--- config.mk ---
export PLATFORM = sky130hd
export DESIGN_NAME = sct_sleep_timer
export DESIGN_NICKNAME = d
export VERILOG_FILES = /design/src/hdl/sct_pkg.sv /design/src/hdl/sct_pin_sync.sv /design/src/hdl/sct_sleep_timer.sv
export SDC_FILE = /design/constraint.sdc
export NUM_CORES = 1
export LEC_CHECK = 0
export BUFFER_PORTS_ARGS = -buffer_cell sky130_fd_sc_hd__buf_2
export CORE_MARGIN = 1
export CORE_UTILIZATION = 50
export DETAILED_ROUTE_END_ITERATION = 7
export PLACE_DENSITY_LB_ADDON = 0.08
export SYNTH_ARGS = -nofsm -noshare
export SYNTH_HDL_FRONTEND = slang
export SYNTH_HIERARCHICAL = 1
export SYNTH_SLANG_ARGS = --single-unit
--- constraint.sdc ---
create_clock -name i_core_clk -period 6.8 [get_ports i_core_clk]
set_input_delay 0.34 -clock i_core_clk [delete_from_list [all_inputs] [get_ports i_core_clk]]
set_output_delay 0.34 -clock i_core_clk [all_outputs]
set_load 0.1 [all_outputs]
--- src/hdl/sct_pkg.sv ---
// Function
// - Asleep: oscillator off, registers and port kept.
// - Timed sleep and immediate sleep both supported.
// - Source select 10 picks internal oscillator.
// - Source select 01 picks external crystal.
// - Enable bit 0 runs oscillators, 1 stops.
// - Selected slow clock divided by five-bit divisor.
// - Count fast cycles over sixteen slow periods.
// - Host selects source, then starts calibration.
// - Calibration done flag set on completion.
// - Result split: status nibble plus two bytes.
// - Main counter 26 bits on slow clock.
// - Remain counter 16 bits on fast clock.
// - Wake time match restarts main oscillator.
// - Wake counter withholds fast clock while stabilising.
// - Main plus remain counters time the interval.
// - Alert, gate oscillator on acknowledge, wake on match.
package sct_pkg;

  // ----------------------------------------------------------------
  // Clock rates and derived enables
  // ----------------------------------------------------------------
  localparam int unsigned CORE_CLK_HZ   = 50_000_000;
  localparam int unsigned FAST_OSC_HZ   = 20_000_000;
  localparam logic [5:0]  FAST_ACC_STEP = 6'(FAST_OSC_HZ / 1_000_000);
  localparam logic [5:0]  FAST_ACC_WRAP = 6'(CORE_CLK_HZ / 1_000_000);
  localparam logic [4:0]  CAL_LAST_PERIOD = 5'h0F;

  // ----------------------------------------------------------------
  // Register addresses
  // ----------------------------------------------------------------
  localparam logic [9:0] ADDR_ACK_WAKE_LO   = 10'h035;
  localparam logic [9:0] ADDR_RFCTL_WAKE_HI = 10'h036;
  localparam logic [9:0] ADDR_SRC_SELECT    = 10'h207;
  localparam logic [9:0] ADDR_CAL_LOW       = 10'h209;
  localparam logic [9:0] ADDR_CAL_MID       = 10'h20A;
  localparam logic [9:0] ADDR_CAL_CTRL      = 10'h20B;
  localparam logic [9:0] ADDR_ENABLE_CTRL   = 10'h211;
  localparam logic [9:0] ADDR_DIVIDER_CTRL  = 10'h220;
  localparam logic [9:0] ADDR_WAKE_TIME_LO  = 10'h222;
  localparam logic [9:0] ADDR_WAKE_TIME_HI  = 10'h223;
  localparam logic [9:0] ADDR_REMAIN_LO     = 10'h224;
  localparam logic [9:0] ADDR_REMAIN_HI     = 10'h225;
  localparam logic [9:0] ADDR_MAIN_B0       = 10'h226;
  localparam logic [9:0] ADDR_MAIN_B1       = 10'h227;
  localparam logic [9:0] ADDR_MAIN_B2       = 10'h228;
  localparam logic [9:0] ADDR_MAIN_B3       = 10'h229;

  // ----------------------------------------------------------------
  // Field positions
  // ----------------------------------------------------------------
  localparam int unsigned BIT_ACK        = 7;
  localparam int unsigned BIT_START_CNT  = 7;
  localparam int unsigned BIT_CAL_DONE   = 7;
  localparam int unsigned BIT_CAL_START  = 4;
  localparam int unsigned BIT_OSC_DIS    = 0;
  localparam logic [1:0]  SRC_INTERNAL   = 2'h2;
  localparam logic [1:0]  SRC_EXTERNAL   = 2'h1;

  // ----------------------------------------------------------------
  // Reset values
  // ----------------------------------------------------------------
  localparam logic [1:0]  RST_SRC_SELECT = 2'h0;
  localparam logic        RST_OSC_DIS    = 1'b0;
  localparam logic [4:0]  RST_DIVISOR    = 5'h00;
  localparam logic [10:0] RST_WAKE_TIME  = 11'h000;
  localparam logic [8:0]  RST_WAKE_COUNT = 9'h000;
  localparam logic [15:0] RST_REMAIN     = 16'h0000;
  localparam logic [25:0] RST_MAIN       = 26'h0000000;

  // ----------------------------------------------------------------
  // Power sequencer states
  // ----------------------------------------------------------------
  typedef enum logic [2:0] {
    ST_AWAKE     = 3'b000,
    ST_ALERT     = 3'b001,
    ST_SLEEP     = 3'b010,
    ST_STABILISE = 3'b011,
    ST_FINISH    = 3'b100
  } sct_state_t;

endpackage

--- src/hdl/sct_pin_sync.sv ---
`timescale 1ns/1ns
module sct_pin_sync (
  input  wire logic i_core_clk,
  input  wire logic i_rst_n,
  input  wire logic i_pin,
  output logic      o_rise
);

  typedef struct packed {
    logic ff1;
    logic ff2;
    logic ff3;
    logic level;
    logic rise;
  } sct_sync_t;

  sct_sync_t q;
  sct_sync_t d;

  // ----------------------------------------------------------------
  // Three-stage capture with agreement filter
  // ----------------------------------------------------------------
  // The first stage only feeds the second, so a metastable sample has a
  // full cycle to settle before anything decides on it.
  always_comb begin
    d      = q;
    d.ff1  = i_pin;
    d.ff2  = q.ff1;
    d.ff3  = q.ff2;
    d.rise = 1'b0;
    if ((q.ff2 == q.ff3) && (q.ff3 != q.level)) begin
      d.level = q.ff3;
      d.rise  = q.ff3;
    end
  end

  always_ff @(posedge i_core_clk or negedge i_rst_n) begin
    if (!i_rst_n) begin
      q <= '0;
    end else begin
      q <= d;
    end
  end

  assign o_rise = q.rise;

endmodule

--- src/hdl/sct_sleep_timer.sv ---
`timescale 1ns/1ns
module sct_sleep_timer
  import sct_pkg::*;
(
  input  wire logic       i_core_clk,
  input  wire logic       i_rst_n,
  input  wire logic       i_int_osc,
  input  wire logic       i_ext_osc,
  input  wire logic       i_imm_wake,
  input  wire logic [9:0] i_reg_addr,
  input  wire logic       i_reg_wr,
  input  wire logic [7:0] i_reg_wdata,
  input  wire logic       i_reg_rd,
  output logic      [7:0] o_reg_rdata,
  output logic            o_main_osc_en,
  output logic            o_fast_clk_en,
  output logic            o_slow_tick,
  output logic            o_sleep_alert,
  output logic            o_wake_alert,
  output logic            o_interval_done,
  output logic            o_sleep_active
);

  // ----------------------------------------------------------------
  // State
  // ----------------------------------------------------------------
  typedef struct packed {
    sct_state_t  state;
    logic        imm_mode;
    logic [5:0]  fast_acc;
    logic [4:0]  div_cnt;
    logic [1:0]  src_sel;
    logic        osc_dis;
    logic [4:0]  divisor;
    logic [10:0] wake_time;
    logic [8:0]  wake_count;
    logic [15:0] remain_cnt;
    logic [25:0] main_cnt;
    logic [25:0] main_elapsed;
    logic [15:0] remain_elapsed;
    logic [8:0]  wake_elapsed;
    logic [19:0] cal_count;
    logic [4:0]  cal_periods;
    logic        cal_busy;
    logic        cal_armed;
    logic        cal_done;
    logic        sleep_alert;
    logic        wake_alert;
    logic        interval_done;
    logic        slow_tick;
    logic [7:0]  rd_data;
  } sct_core_t;

  sct_core_t q;
  sct_core_t d;

  logic int_rise;
  logic ext_rise;

  // ----------------------------------------------------------------
  // Oscillator pin synchronisers
  // ----------------------------------------------------------------
  sct_pin_sync u_int_sync (
    .i_core_clk (i_core_clk),
    .i_rst_n    (i_rst_n),
    .i_pin      (i_int_osc),
    .o_rise     (int_rise)
  );

  sct_pin_sync u_ext_sync (
    .i_core_clk (i_core_clk),
    .i_rst_n    (i_rst_n),
    .i_pin      (i_ext_osc),
    .o_rise     (ext_rise)
  );

  // ----------------------------------------------------------------
  // Next-state logic
  // ----------------------------------------------------------------
  always_comb begin
    logic [5:0] acc_sum;
    logic [4:0] ratio;
    logic       osc_on;
    logic       fast_tick;
    logic       src_tick;
    logic       slow_tick;
    logic       start_req;
    logic       ack_req;
    logic       cal_req;
    acc_sum   = 6'h00;
    ratio     = 5'h00;
    osc_on    = 1'b0;
    fast_tick = 1'b0;
    src_tick  = 1'b0;
    slow_tick = 1'b0;
    start_req = 1'b0;
    ack_req   = 1'b0;
    cal_req   = 1'b0;

    d               = q;
    d.rd_data       = 8'h00;
    d.wake_alert    = 1'b0;
    d.interval_done = 1'b0;

    // ----------------------------------------------------------------
    // Fast oscillator stand-in: 20 ticks per 50 core cycles, stopped asleep.
    // ----------------------------------------------------------------
    osc_on = (q.state != ST_SLEEP);
    if (osc_on) begin
      acc_sum = q.fast_acc + FAST_ACC_STEP;
      if (acc_sum >= FAST_ACC_WRAP) begin
        d.fast_acc = acc_sum - FAST_ACC_WRAP;
        fast_tick  = 1'b1;
      end else begin
        d.fast_acc = acc_sum;
      end
    end else begin
      d.fast_acc = 6'h00;
    end

    // ----------------------------------------------------------------
    // Slow source selection and stop control.
    // ----------------------------------------------------------------
    // A stopped or unselected source gives no ticks, so the divider holds.
    if (!q.osc_dis) begin
      if (q.src_sel == SRC_INTERNAL) begin
        src_tick = int_rise;
      end else if (q.src_sel == SRC_EXTERNAL) begin
        src_tick = ext_rise;
      end
    end

    // ----------------------------------------------------------------
    // Divisor values 0 and 1 both pass the source through undivided.
    // ----------------------------------------------------------------
    ratio = (q.divisor == 5'h00) ? 5'h01 : q.divisor;
    if (src_tick) begin
      if ((q.div_cnt + 5'h01) >= ratio) begin
        d.div_cnt = 5'h00;
        slow_tick = 1'b1;
      end else begin
        d.div_cnt = q.div_cnt + 5'h01;
      end
    end
    d.slow_tick = slow_tick;

    // ----------------------------------------------------------------
    // Register port strobes.
    // ----------------------------------------------------------------
    if (i_reg_wr) begin
      start_req = (i_reg_addr == ADDR_MAIN_B3) && i_reg_wdata[BIT_START_CNT];
      ack_req   = (i_reg_addr == ADDR_ACK_WAKE_LO) && i_reg_wdata[BIT_ACK];
      cal_req   = (i_reg_addr == ADDR_CAL_CTRL) && i_reg_wdata[BIT_CAL_START];
    end

    // ----------------------------------------------------------------
    // Calibration: wait for a slow edge, then count over sixteen periods.
    // ----------------------------------------------------------------
    if (q.cal_busy) begin
      if (!q.cal_armed) begin
        if (slow_tick) begin
          d.cal_armed = 1'b1;
        end
      end else begin
        if (fast_tick) begin
          d.cal_count = q.cal_count + 20'h00001;
        end
        if (slow_tick) begin
          d.cal_periods = q.cal_periods + 5'h01;
          if (q.cal_periods == CAL_LAST_PERIOD) begin
            d.cal_busy = 1'b0;
            d.cal_done = 1'b1;
          end
        end
      end
    end

    // A fresh start wins over a completion landing in the same cycle.
    if (cal_req) begin
      d.cal_count   = 20'h00000;
      d.cal_done    = 1'b0;
      d.cal_periods = 5'h00;
      d.cal_busy    = 1'b1;
      d.cal_armed   = 1'b0;
    end

    // ----------------------------------------------------------------
    // Power sequencer.
    // ----------------------------------------------------------------
    // Acknowledge while awake is immediate sleep; during the alert it is timed.
    case (q.state)
      ST_AWAKE: begin
        if (ack_req) begin
          d.state    = ST_SLEEP;
          d.imm_mode = 1'b1;
        end else if (start_req) begin
          d.state          = ST_ALERT;
          d.imm_mode       = 1'b0;
          d.sleep_alert    = 1'b1;
          d.main_elapsed   = 26'h0000000;
          d.remain_elapsed = 16'h0000;
        end
      end
      ST_ALERT: begin
        if (slow_tick) begin
          d.main_elapsed = q.main_elapsed + 26'h0000001;
        end
        if (ack_req) begin
          d.state       = ST_SLEEP;
          d.sleep_alert = 1'b0;
        end
      end
      ST_SLEEP: begin
        if (q.imm_mode) begin
          if (i_imm_wake) begin
            d.state        = ST_STABILISE;
            d.wake_elapsed = 9'h000;
          end
        end else begin
          if (slow_tick) begin
            d.main_elapsed = q.main_elapsed + 26'h0000001;
          end
          // A wake time already passed is met again only after the count wraps.
          if (q.main_elapsed == {15'h0000, q.wake_time}) begin
            d.state        = ST_STABILISE;
            d.wake_elapsed = 9'h000;
          end
        end
      end
      ST_STABILISE: begin
        if (slow_tick && !q.imm_mode) begin
          d.main_elapsed = q.main_elapsed + 26'h0000001;
        end
        if (q.wake_elapsed >= q.wake_count) begin
          d.wake_alert = 1'b1;
          d.state      = q.imm_mode ? ST_AWAKE : ST_FINISH;
        end else if (slow_tick) begin
          d.wake_elapsed = q.wake_elapsed + 9'h001;
        end
      end
      ST_FINISH: begin
        if (q.main_elapsed < q.main_cnt) begin
          if (slow_tick) begin
            d.main_elapsed = q.main_elapsed + 26'h0000001;
          end
        end else if (q.remain_elapsed < q.remain_cnt) begin
          if (fast_tick) begin
            d.remain_elapsed = q.remain_elapsed + 16'h0001;
          end
        end else begin
          d.interval_done = 1'b1;
          d.state         = ST_AWAKE;
        end
      end
      default: begin
        d.state = ST_AWAKE;
      end
    endcase

    // ----------------------------------------------------------------
    // Register writes; the port stays live in every state.
    // ----------------------------------------------------------------
    if (i_reg_wr) begin
      case (i_reg_addr)
        ADDR_ACK_WAKE_LO:   d.wake_count[6:0]  = i_reg_wdata[6:0];
        ADDR_RFCTL_WAKE_HI: d.wake_count[8:7]  = i_reg_wdata[4:3];
        ADDR_SRC_SELECT:    d.src_sel          = i_reg_wdata[7:6];
        ADDR_ENABLE_CTRL:   d.osc_dis          = i_reg_wdata[BIT_OSC_DIS];
        ADDR_DIVIDER_CTRL:  d.divisor          = i_reg_wdata[4:0];
        ADDR_WAKE_TIME_LO:  d.wake_time[7:0]   = i_reg_wdata;
        ADDR_WAKE_TIME_HI:  d.wake_time[10:8]  = i_reg_wdata[2:0];
        ADDR_REMAIN_LO:     d.remain_cnt[7:0]  = i_reg_wdata;
        ADDR_REMAIN_HI:     d.remain_cnt[15:8] = i_reg_wdata;
        ADDR_MAIN_B0:       d.main_cnt[7:0]    = i_reg_wdata;
        ADDR_MAIN_B1:       d.main_cnt[15:8]   = i_reg_wdata;
        ADDR_MAIN_B2:       d.main_cnt[23:16]  = i_reg_wdata;
        ADDR_MAIN_B3:       d.main_cnt[25:24]  = i_reg_wdata[1:0];
        default: begin
        end
      endcase
    end

    // ----------------------------------------------------------------
    // Registered read answer; self-clearing and reserved bits read zero.
    // ----------------------------------------------------------------
    if (i_reg_rd) begin
      case (i_reg_addr)
        ADDR_ACK_WAKE_LO:   d.rd_data = {1'b0, q.wake_count[6:0]};
        ADDR_RFCTL_WAKE_HI: d.rd_data = {3'h0, q.wake_count[8:7], 3'h0};
        ADDR_SRC_SELECT:    d.rd_data = {q.src_sel, 6'h00};
        ADDR_CAL_LOW:       d.rd_data = q.cal_count[7:0];
        ADDR_CAL_MID:       d.rd_data = q.cal_count[15:8];
        ADDR_CAL_CTRL:      d.rd_data = {q.cal_done, 3'h0, q.cal_count[19:16]};
        ADDR_ENABLE_CTRL:   d.rd_data = {7'h00, q.osc_dis};
        ADDR_DIVIDER_CTRL:  d.rd_data = {3'h0, q.divisor};
        ADDR_WAKE_TIME_LO:  d.rd_data = q.wake_time[7:0];
        ADDR_WAKE_TIME_HI:  d.rd_data = {5'h00, q.wake_time[10:8]};
        ADDR_REMAIN_LO:     d.rd_data = q.remain_cnt[7:0];
        ADDR_REMAIN_HI:     d.rd_data = q.remain_cnt[15:8];
        ADDR_MAIN_B0:       d.rd_data = q.main_cnt[7:0];
        ADDR_MAIN_B1:       d.rd_data = q.main_cnt[15:8];
        ADDR_MAIN_B2:       d.rd_data = q.main_cnt[23:16];
        ADDR_MAIN_B3:       d.rd_data = {6'h00, q.main_cnt[25:24]};
        default:            d.rd_data = 8'h00;
      endcase
    end
  end

  // ----------------------------------------------------------------
  // State register
  // ----------------------------------------------------------------
  // Reset leaves the sequencer awake with the oscillator running, so the port answers at once.
  always_ff @(posedge i_core_clk or negedge i_rst_n) begin
    if (!i_rst_n) begin
      q            <= '0;
      q.state      <= ST_AWAKE;
      q.src_sel    <= RST_SRC_SELECT;
      q.osc_dis    <= RST_OSC_DIS;
      q.divisor    <= RST_DIVISOR;
      q.wake_time  <= RST_WAKE_TIME;
      q.wake_count <= RST_WAKE_COUNT;
      q.remain_cnt <= RST_REMAIN;
      q.main_cnt   <= RST_MAIN;
    end else begin
      q <= d;
    end
  end

  // ----------------------------------------------------------------
  // Outputs
  // ----------------------------------------------------------------
  // The radio clock is withheld both asleep and while the oscillator settles.
  assign o_main_osc_en   = (q.state != ST_SLEEP);
  assign o_fast_clk_en   = (q.state != ST_SLEEP) && (q.state != ST_STABILISE);
  assign o_slow_tick     = q.slow_tick;
  assign o_sleep_alert   = q.sleep_alert;
  assign o_wake_alert    = q.wake_alert;
  assign o_interval_done = q.interval_done;
  assign o_sleep_active  = (q.state == ST_SLEEP) || (q.state == ST_STABILISE);
  assign o_reg_rdata     = q.rd_data;

endmodule

# [After elaboration in Yosys (flattened, before gate mapping)]
# Index checks and enable logic that the tools add are counted.
[word_totals] ff_bits=186 latch_bits=0 ramBits=0 rom_bits=0 in_bits=25 wordCells=208 mem_count=0
[op_classes] n_addsub=8 mul=0 div=0 magnitude_cmp=5 eq_ne=46 n_shift=0 n_mux=66 bitwise=0 reduce_logical=43
[op_table] operator="10-bit == test, second input constant" n=14
[op_table] operator="26-bit 2-to-1 mux" n=5
[op_table] operator="26-bit one-hot mux with 5 select lines" n=1
[op_table] operator="8-bit one-hot mux with 16 select lines" n=1
[op_table] operator="42-bit 2-to-1 mux" n=2
[op_table] operator="28-bit 2-to-1 mux" n=2
[op_table] operator="16-bit 2-to-1 mux" n=3
[op_table] operator="9-bit 2-to-1 mux" n=5
[op_table] operator="16-bit one-hot mux with 2 select lines" n=1
[op_table] operator="2-bit AND reduction" n=14
[op_table] operator="26-bit by 1-bit adder with 26-bit output, second input constant" n=1
[op_table] operator="26-bit by 11-bit == test with 1-bit output" n=1
[op_table] operator="26-bit less-than comparator" n=1
[op_table] operator="1-bit 2-to-1 mux" n=26
[op_table] operator="2-bit inequality test, second input constant" n=13
[op_table] operator="3-bit 2-to-1 mux" n=8
[op_table] operator="20-bit by 1-bit adder with 20-bit output, second input constant" n=1
[op_table] operator="10-bit by 6-bit == test with 1-bit output, second input constant" n=2
[op_table] operator="20-bit 2-to-1 mux" n=1
[op_table] operator="6-bit 2-to-1 mux" n=3
[op_table] operator="9-bit one-hot mux with 2 select lines" n=1
[op_table] operator="2-bit nonzero test" n=9
[op_table] operator="16-bit by 1-bit adder with 16-bit output, second input constant" n=1
[op_table] operator="16-bit less-than comparator" n=1
[op_table] operator="other kinds (33)" n=51

# [Logic depth before layout (Yosys ltp)]
[depth] ltp_word=9 depth_mapped=13 mapped_depth_nobuf=11

# [By module]
# Netlist, hierarchy kept.
[by_module_without_submodules] module="sct_sleep_timer" n_inst=1 cells_each=1028 area_each_um2=10133.5 seq_area_each_um2=4379.2
[by_module_without_submodules] module="sct_pin_sync" n_inst=2 cells_each=7 area_each_um2=146.4 seq_area_each_um2=125.1

# [Least setup slack after synthesis]
# No wires, ideal clock.
[synth_path] kind="register to register" from="reg q[174] (netlist name)" to="reg q[36] (netlist name)" setup_ns=0.132 t_arrival_ns=3.816 setup_slack_ns=2.852 stages_incl_launch_ff=12 path_buffers=2 synth_period_minus_slack_ns=3.948 path_cell_list="dfrtp_1 -> nor2b_1 -> clkbuf_1 -> inv_1 -> nor2_1 -> a211oi_1 -> and4_1 -> clkbuf_1 -> nor2b_1 -> nand3_1 -> xor2_1 -> nor2_1"
[synth_via] elab_chain_cells=4
[synth_lines] item="from (decl)" line_no="sct_sleep_timer.sv:54" rtl="sct_core_t q;"
[synth_lines] item="3-bit by 2-bit inequality test with 1-bit output" line_no="sct_sleep_timer.sv:108" rtl="osc_on = (q.state != ST_SLEEP);"
[synth_lines] item="1-bit 2-to-1 mux" line_no="sct_sleep_timer.sv:109" rtl="if (osc_on) begin"
[synth_lines] item="2-bit nonzero test (no source line)"
[synth_lines] item="3-bit AND reduction (no source line)"
# Every way passes these cells.
# A chain may end at the register's enable or synchronous reset.

==> flow_summary.yaml <==
yosys:
  seq_area_frac_synth_pct: 44.4
  ys_ff_latch: 185
  netlist_instances: 1042
  yosys_warnings: 6
  async_flop_share_pct: 100
  syn_area_per_cell_um2: 10.0
  syn_area_mm2: 0.0104
  ys.flop_type: "dfrtp_1"
  ys_top_cells_by_area: "dfrtp_1 44%, mux2_2 7.9%, ha_1 7.7%"
  syn_nets: 1131
  synth_top_area_cell: "dfrtp_1"
  netlist.area_leader.share_pct: 44.4
  post_synth_num_cell_types: 67
  synth-edff-count: 0
setup_path:
  cp-end-kind: "register"
  crit_buf_inv: 2
  cp-startpoint: "q[161]"
  critPathArrivalTime_ns: 3.96
  startpoint_type: "register"
  crit_chain: "ha_1 -> xor2_1 -> ha_1 -> a21o_1 -> a31oi_1 -> o21ai_0 -> nand2_1 -> inv_1 -> a32oi_2 -> buf_4 -> or4_1 -> a21oi_1"
  r2r_slack_ns: 3.21
  cp-endpoint: "q[86]"
  r2r_start: "q[161]"
  cp_slowest_cell: "o21ai_0"
  path_delay_family: "compound AO/OA/AOI/OAI gates"
  r2r_end: "q[86]"
  cp_max_fo: 52
  crit_cells: 12
  critical_path_class: "register to register"
  r2r_cells: 12
  path_common_cell: "ha_1"
  crit_path_max_incr_delay_ns: 0.65
  required_ns: 7.17
die:
  start_util_pct: 51.2
  die_h_um: 146
  io_pins: 40
  num_rows: 52
  dieWidth_um: 146
  coreArea_mm2: 0.0204
  die_area_mm2: 0.0214
finish:
  antennaDiodeCount: 0
  multi_input_area_mm2: 0.00533
  final_area_mm2: 0.0115
  nets: 1161
  num-fill-cells: 1844
  regArea_mm2: 0.00463
  syn_to_final_growth_pct: 9.97
  drive_gt1_share_pct: 15.4
  final_util_pct: 56.3
timing:
  setup_viol: 0
  drv_slew: 0
  finalHoldViolCount: 0
  tns_ns: 0
  worstMarginPinSlew_ns: 1.06
  maxSlewHeadroom_pct: 29.2
  fmax_mhz: 279
  final.setup.worst_slack_ns: 3.21
  finClkSkew_ns: 0.0152
  rsz0062_at_grt: "false"
  period_minus_slack_ns: 3.59
  period_share_pct: 52.7
detailed_routing:
  vias_per_cell: 6.05
  drt-initial-drc-count: 672
  ant_nets: 0
  routed_wl_um: 27500
  first_pass_iters: 5
  drc: 0
  via_count: 8193
  wl_per_cell_um: 20.3
cts:
  cts_num_sinks: 185
  clkTransAtPathRegs_ns: 0.07
  clock_latency_ns: 0.45
  htreeDepth: 4
  cts_resized: 0
  clk_path_buf_depth: 2
  postCtsSetupBuffers: 0
  cts_buffers: 17
  cts_tree: "done"
  cts_hold_buffers: 3
  root_buffer: "clkbuf_16"
power:
  pwr-share-clk_pct: 39.9
  p_seq_share_pct: 47.8
  pwr-share-comb_pct: 12.3
  switchingPower_mw: 0.706
  ir_drop_mv: 0.160
  internal_power_mw: 1.81
  switching_share_pct: 28.1
  p_per_area_mw_per_mm2: 219
  power_leakage_nw: 5.18
place:
  place_ws_ns: 2.81
  gp_congestion: 0.933
  io_buffers: 39
  hpwl_um: 20100
  dpl-instance-area_mm2: 0.0109
global_routing:
  grt_pass1_vias: 7810
  grt_max_degree: 68
  grt_pass1_wl_um: 43900
  grt_usage_pct: 27.0
  antenna_found_initial: 2
  grt_overflow: 0
job:
  maxCapViolations: 0
status:
  status: "finished, final reports clean"
worst_hold_path:
  hold_path.class: "input pin to register"
-- worst register-to-register path: cells and delay by family (launching register included) --
family	cells	cell delay [ns]
AND/OR/NAND/NOR	2	0.78
adder cells (fa/ha/maj)	2	0.54
XOR/XNOR	1	0.16
flip-flops	1	0.42
buffers and inverters	2	0.50
AO/OA/AOI/OAI	5	1.11
-- synth_stat cells (8+ instances only) --
cell type,n
nor3_1,16
or4_1,16
a21oi_1,61
nor2b_1,9
nand2b_1,11
nor2_1,57
mux2_2,73
xor2_1,33
ha_1,64
a21o_1,9
nand2_1,79
nand3_1,42
o31ai_1,11
o21ai_0,44
dfrtp_1,185
a222oi_1,11
nor4_1,10
buf_1,8
inv_1,69
xnor2_1,11
and2_1,10
clkbuf_1,25
and3_1,22
o22ai_1,10
buf_4,8
nand4_1,15
a31oi_1,8
or3_1,22
-- cells in the final DEF, fill, tap and decap left out, types with 9 or more instances in the layout --
cell	count
nor3_1	16
inv_1	69
xor2_1	33
clkbuf_16	17
or3_1	22
nor2b_1	9
o22ai_1	10
a21oi_1	61
buf_2	38
and3_1	22
and2_1	10
o21ai_0	44
nand2b_1	11
buf_4	12
ha_1	64
nand3_1	42
mux2_2	73
dfrtp_1	185
o31ai_1	11
xnor2_1	11
nand4_1	15
nor4_1	10
nand2_1	79
a21o_1	9
nor2_1	57
or4_1	16
a222oi_1	11
-- state kept, by name, indices dropped and copies added (netlist names) --
| register | flops |
|---|---|
| u_int_sync/o_rise | 1 |
| o_interval_done | 1 |
| o_wake_alert | 1 |
| u_int_sync/q | 2 |
| o_reg_rdata | 8 |
| o_sleep_alert | 1 |
| u_ext_sync/d | 2 |
| u_int_sync/d | 2 |
| o_slow_tick | 1 |
| q | 163 |
| u_ext_sync/o_rise | 1 |
| u_ext_sync/q | 2 |
-- per-stage QoR --
stage	power, mW	hold WS, ns	instances
3_3_place_gp	1.53	0.335	1320
3_5_place_dp	1.53	0.336	1320
5_1_grt	2.63	0.329	1355
6_report	2.51	0.348	1355
4_1_cts	2.53	0.333	1355
2_1_floorplan	1.42	0.0444	1042
-- power groups by stage --
stage | clock, mW | sequential, mW | combinational [mW]
6_report | 1.00 | 1.20 | 0.309
5_1_grt | 1.08 | 1.21 | 0.346
3_5_place_dp | 0 | 1.22 | 0.307
3_3_place_gp | 0 | 1.22 | 0.305
2_1_floorplan | 0 | 1.22 | 0.204
4_1_cts | 1.02 | 1.20 | 0.310
-- worst min-delay path by stage --
| stage | start | end | slack, ns | depth (start not counted) |
|---|---|---|---|---|
| CTS | i_reg_wdata[5] | q[104] | 0.33 | 2 |
| floorplan | i_rst_n | o_interval_done | 0.04 | 0 |
| global placement | u_ext_sync/d[3] | u_ext_sync/d[2] | 0.34 | 0 |
| detailed placement | u_ext_sync/d[3] | u_ext_sync/d[2] | 0.34 | 0 |
| global route | i_reg_wdata[5] | q[138] | 0.33 | 2 |
| finish | i_reg_wdata[5] | q[138] | 0.35 | 2 |
-- layout make-up --
| type | instances | share of cell area, % |
|---|---|---|
| multi-input combinational | 745 | 46.5 |
| clock inverter | 13 | 1.23 |
| clock buffer | 19 | 3.86 |
| tap | 270 | 2.95 |
| sequential | 185 | 40.4 |
| timing repair buffer | 54 | 2.83 |
| inverter | 69 | 2.26 |
-- logic make-up after synthesis --
kind of cell    Yosys count  share of synthesized area [%]
compound gates          219                           13.9
xor+xnor                 44                           3.70
fa+ha+maj                66                           7.90
buf+inv                 112                           4.46
flops                   185                           44.4
mux                      80                           8.56
simple gates            336                           17.1
-- routing by layer --
metal | vias to the layer above | track usage [%] | share of wire [%]
met2 | 278 | 40.7 | 45
li1 | 3863 | - | -
met1 | 3998 | 38.3 | 46
met4 | 2 | 9.69 | 2.5
met5 | - | 0 | 0.047
met3 | 52 | 5.75 | 6.6
Power figures use the tool's default switching activity.
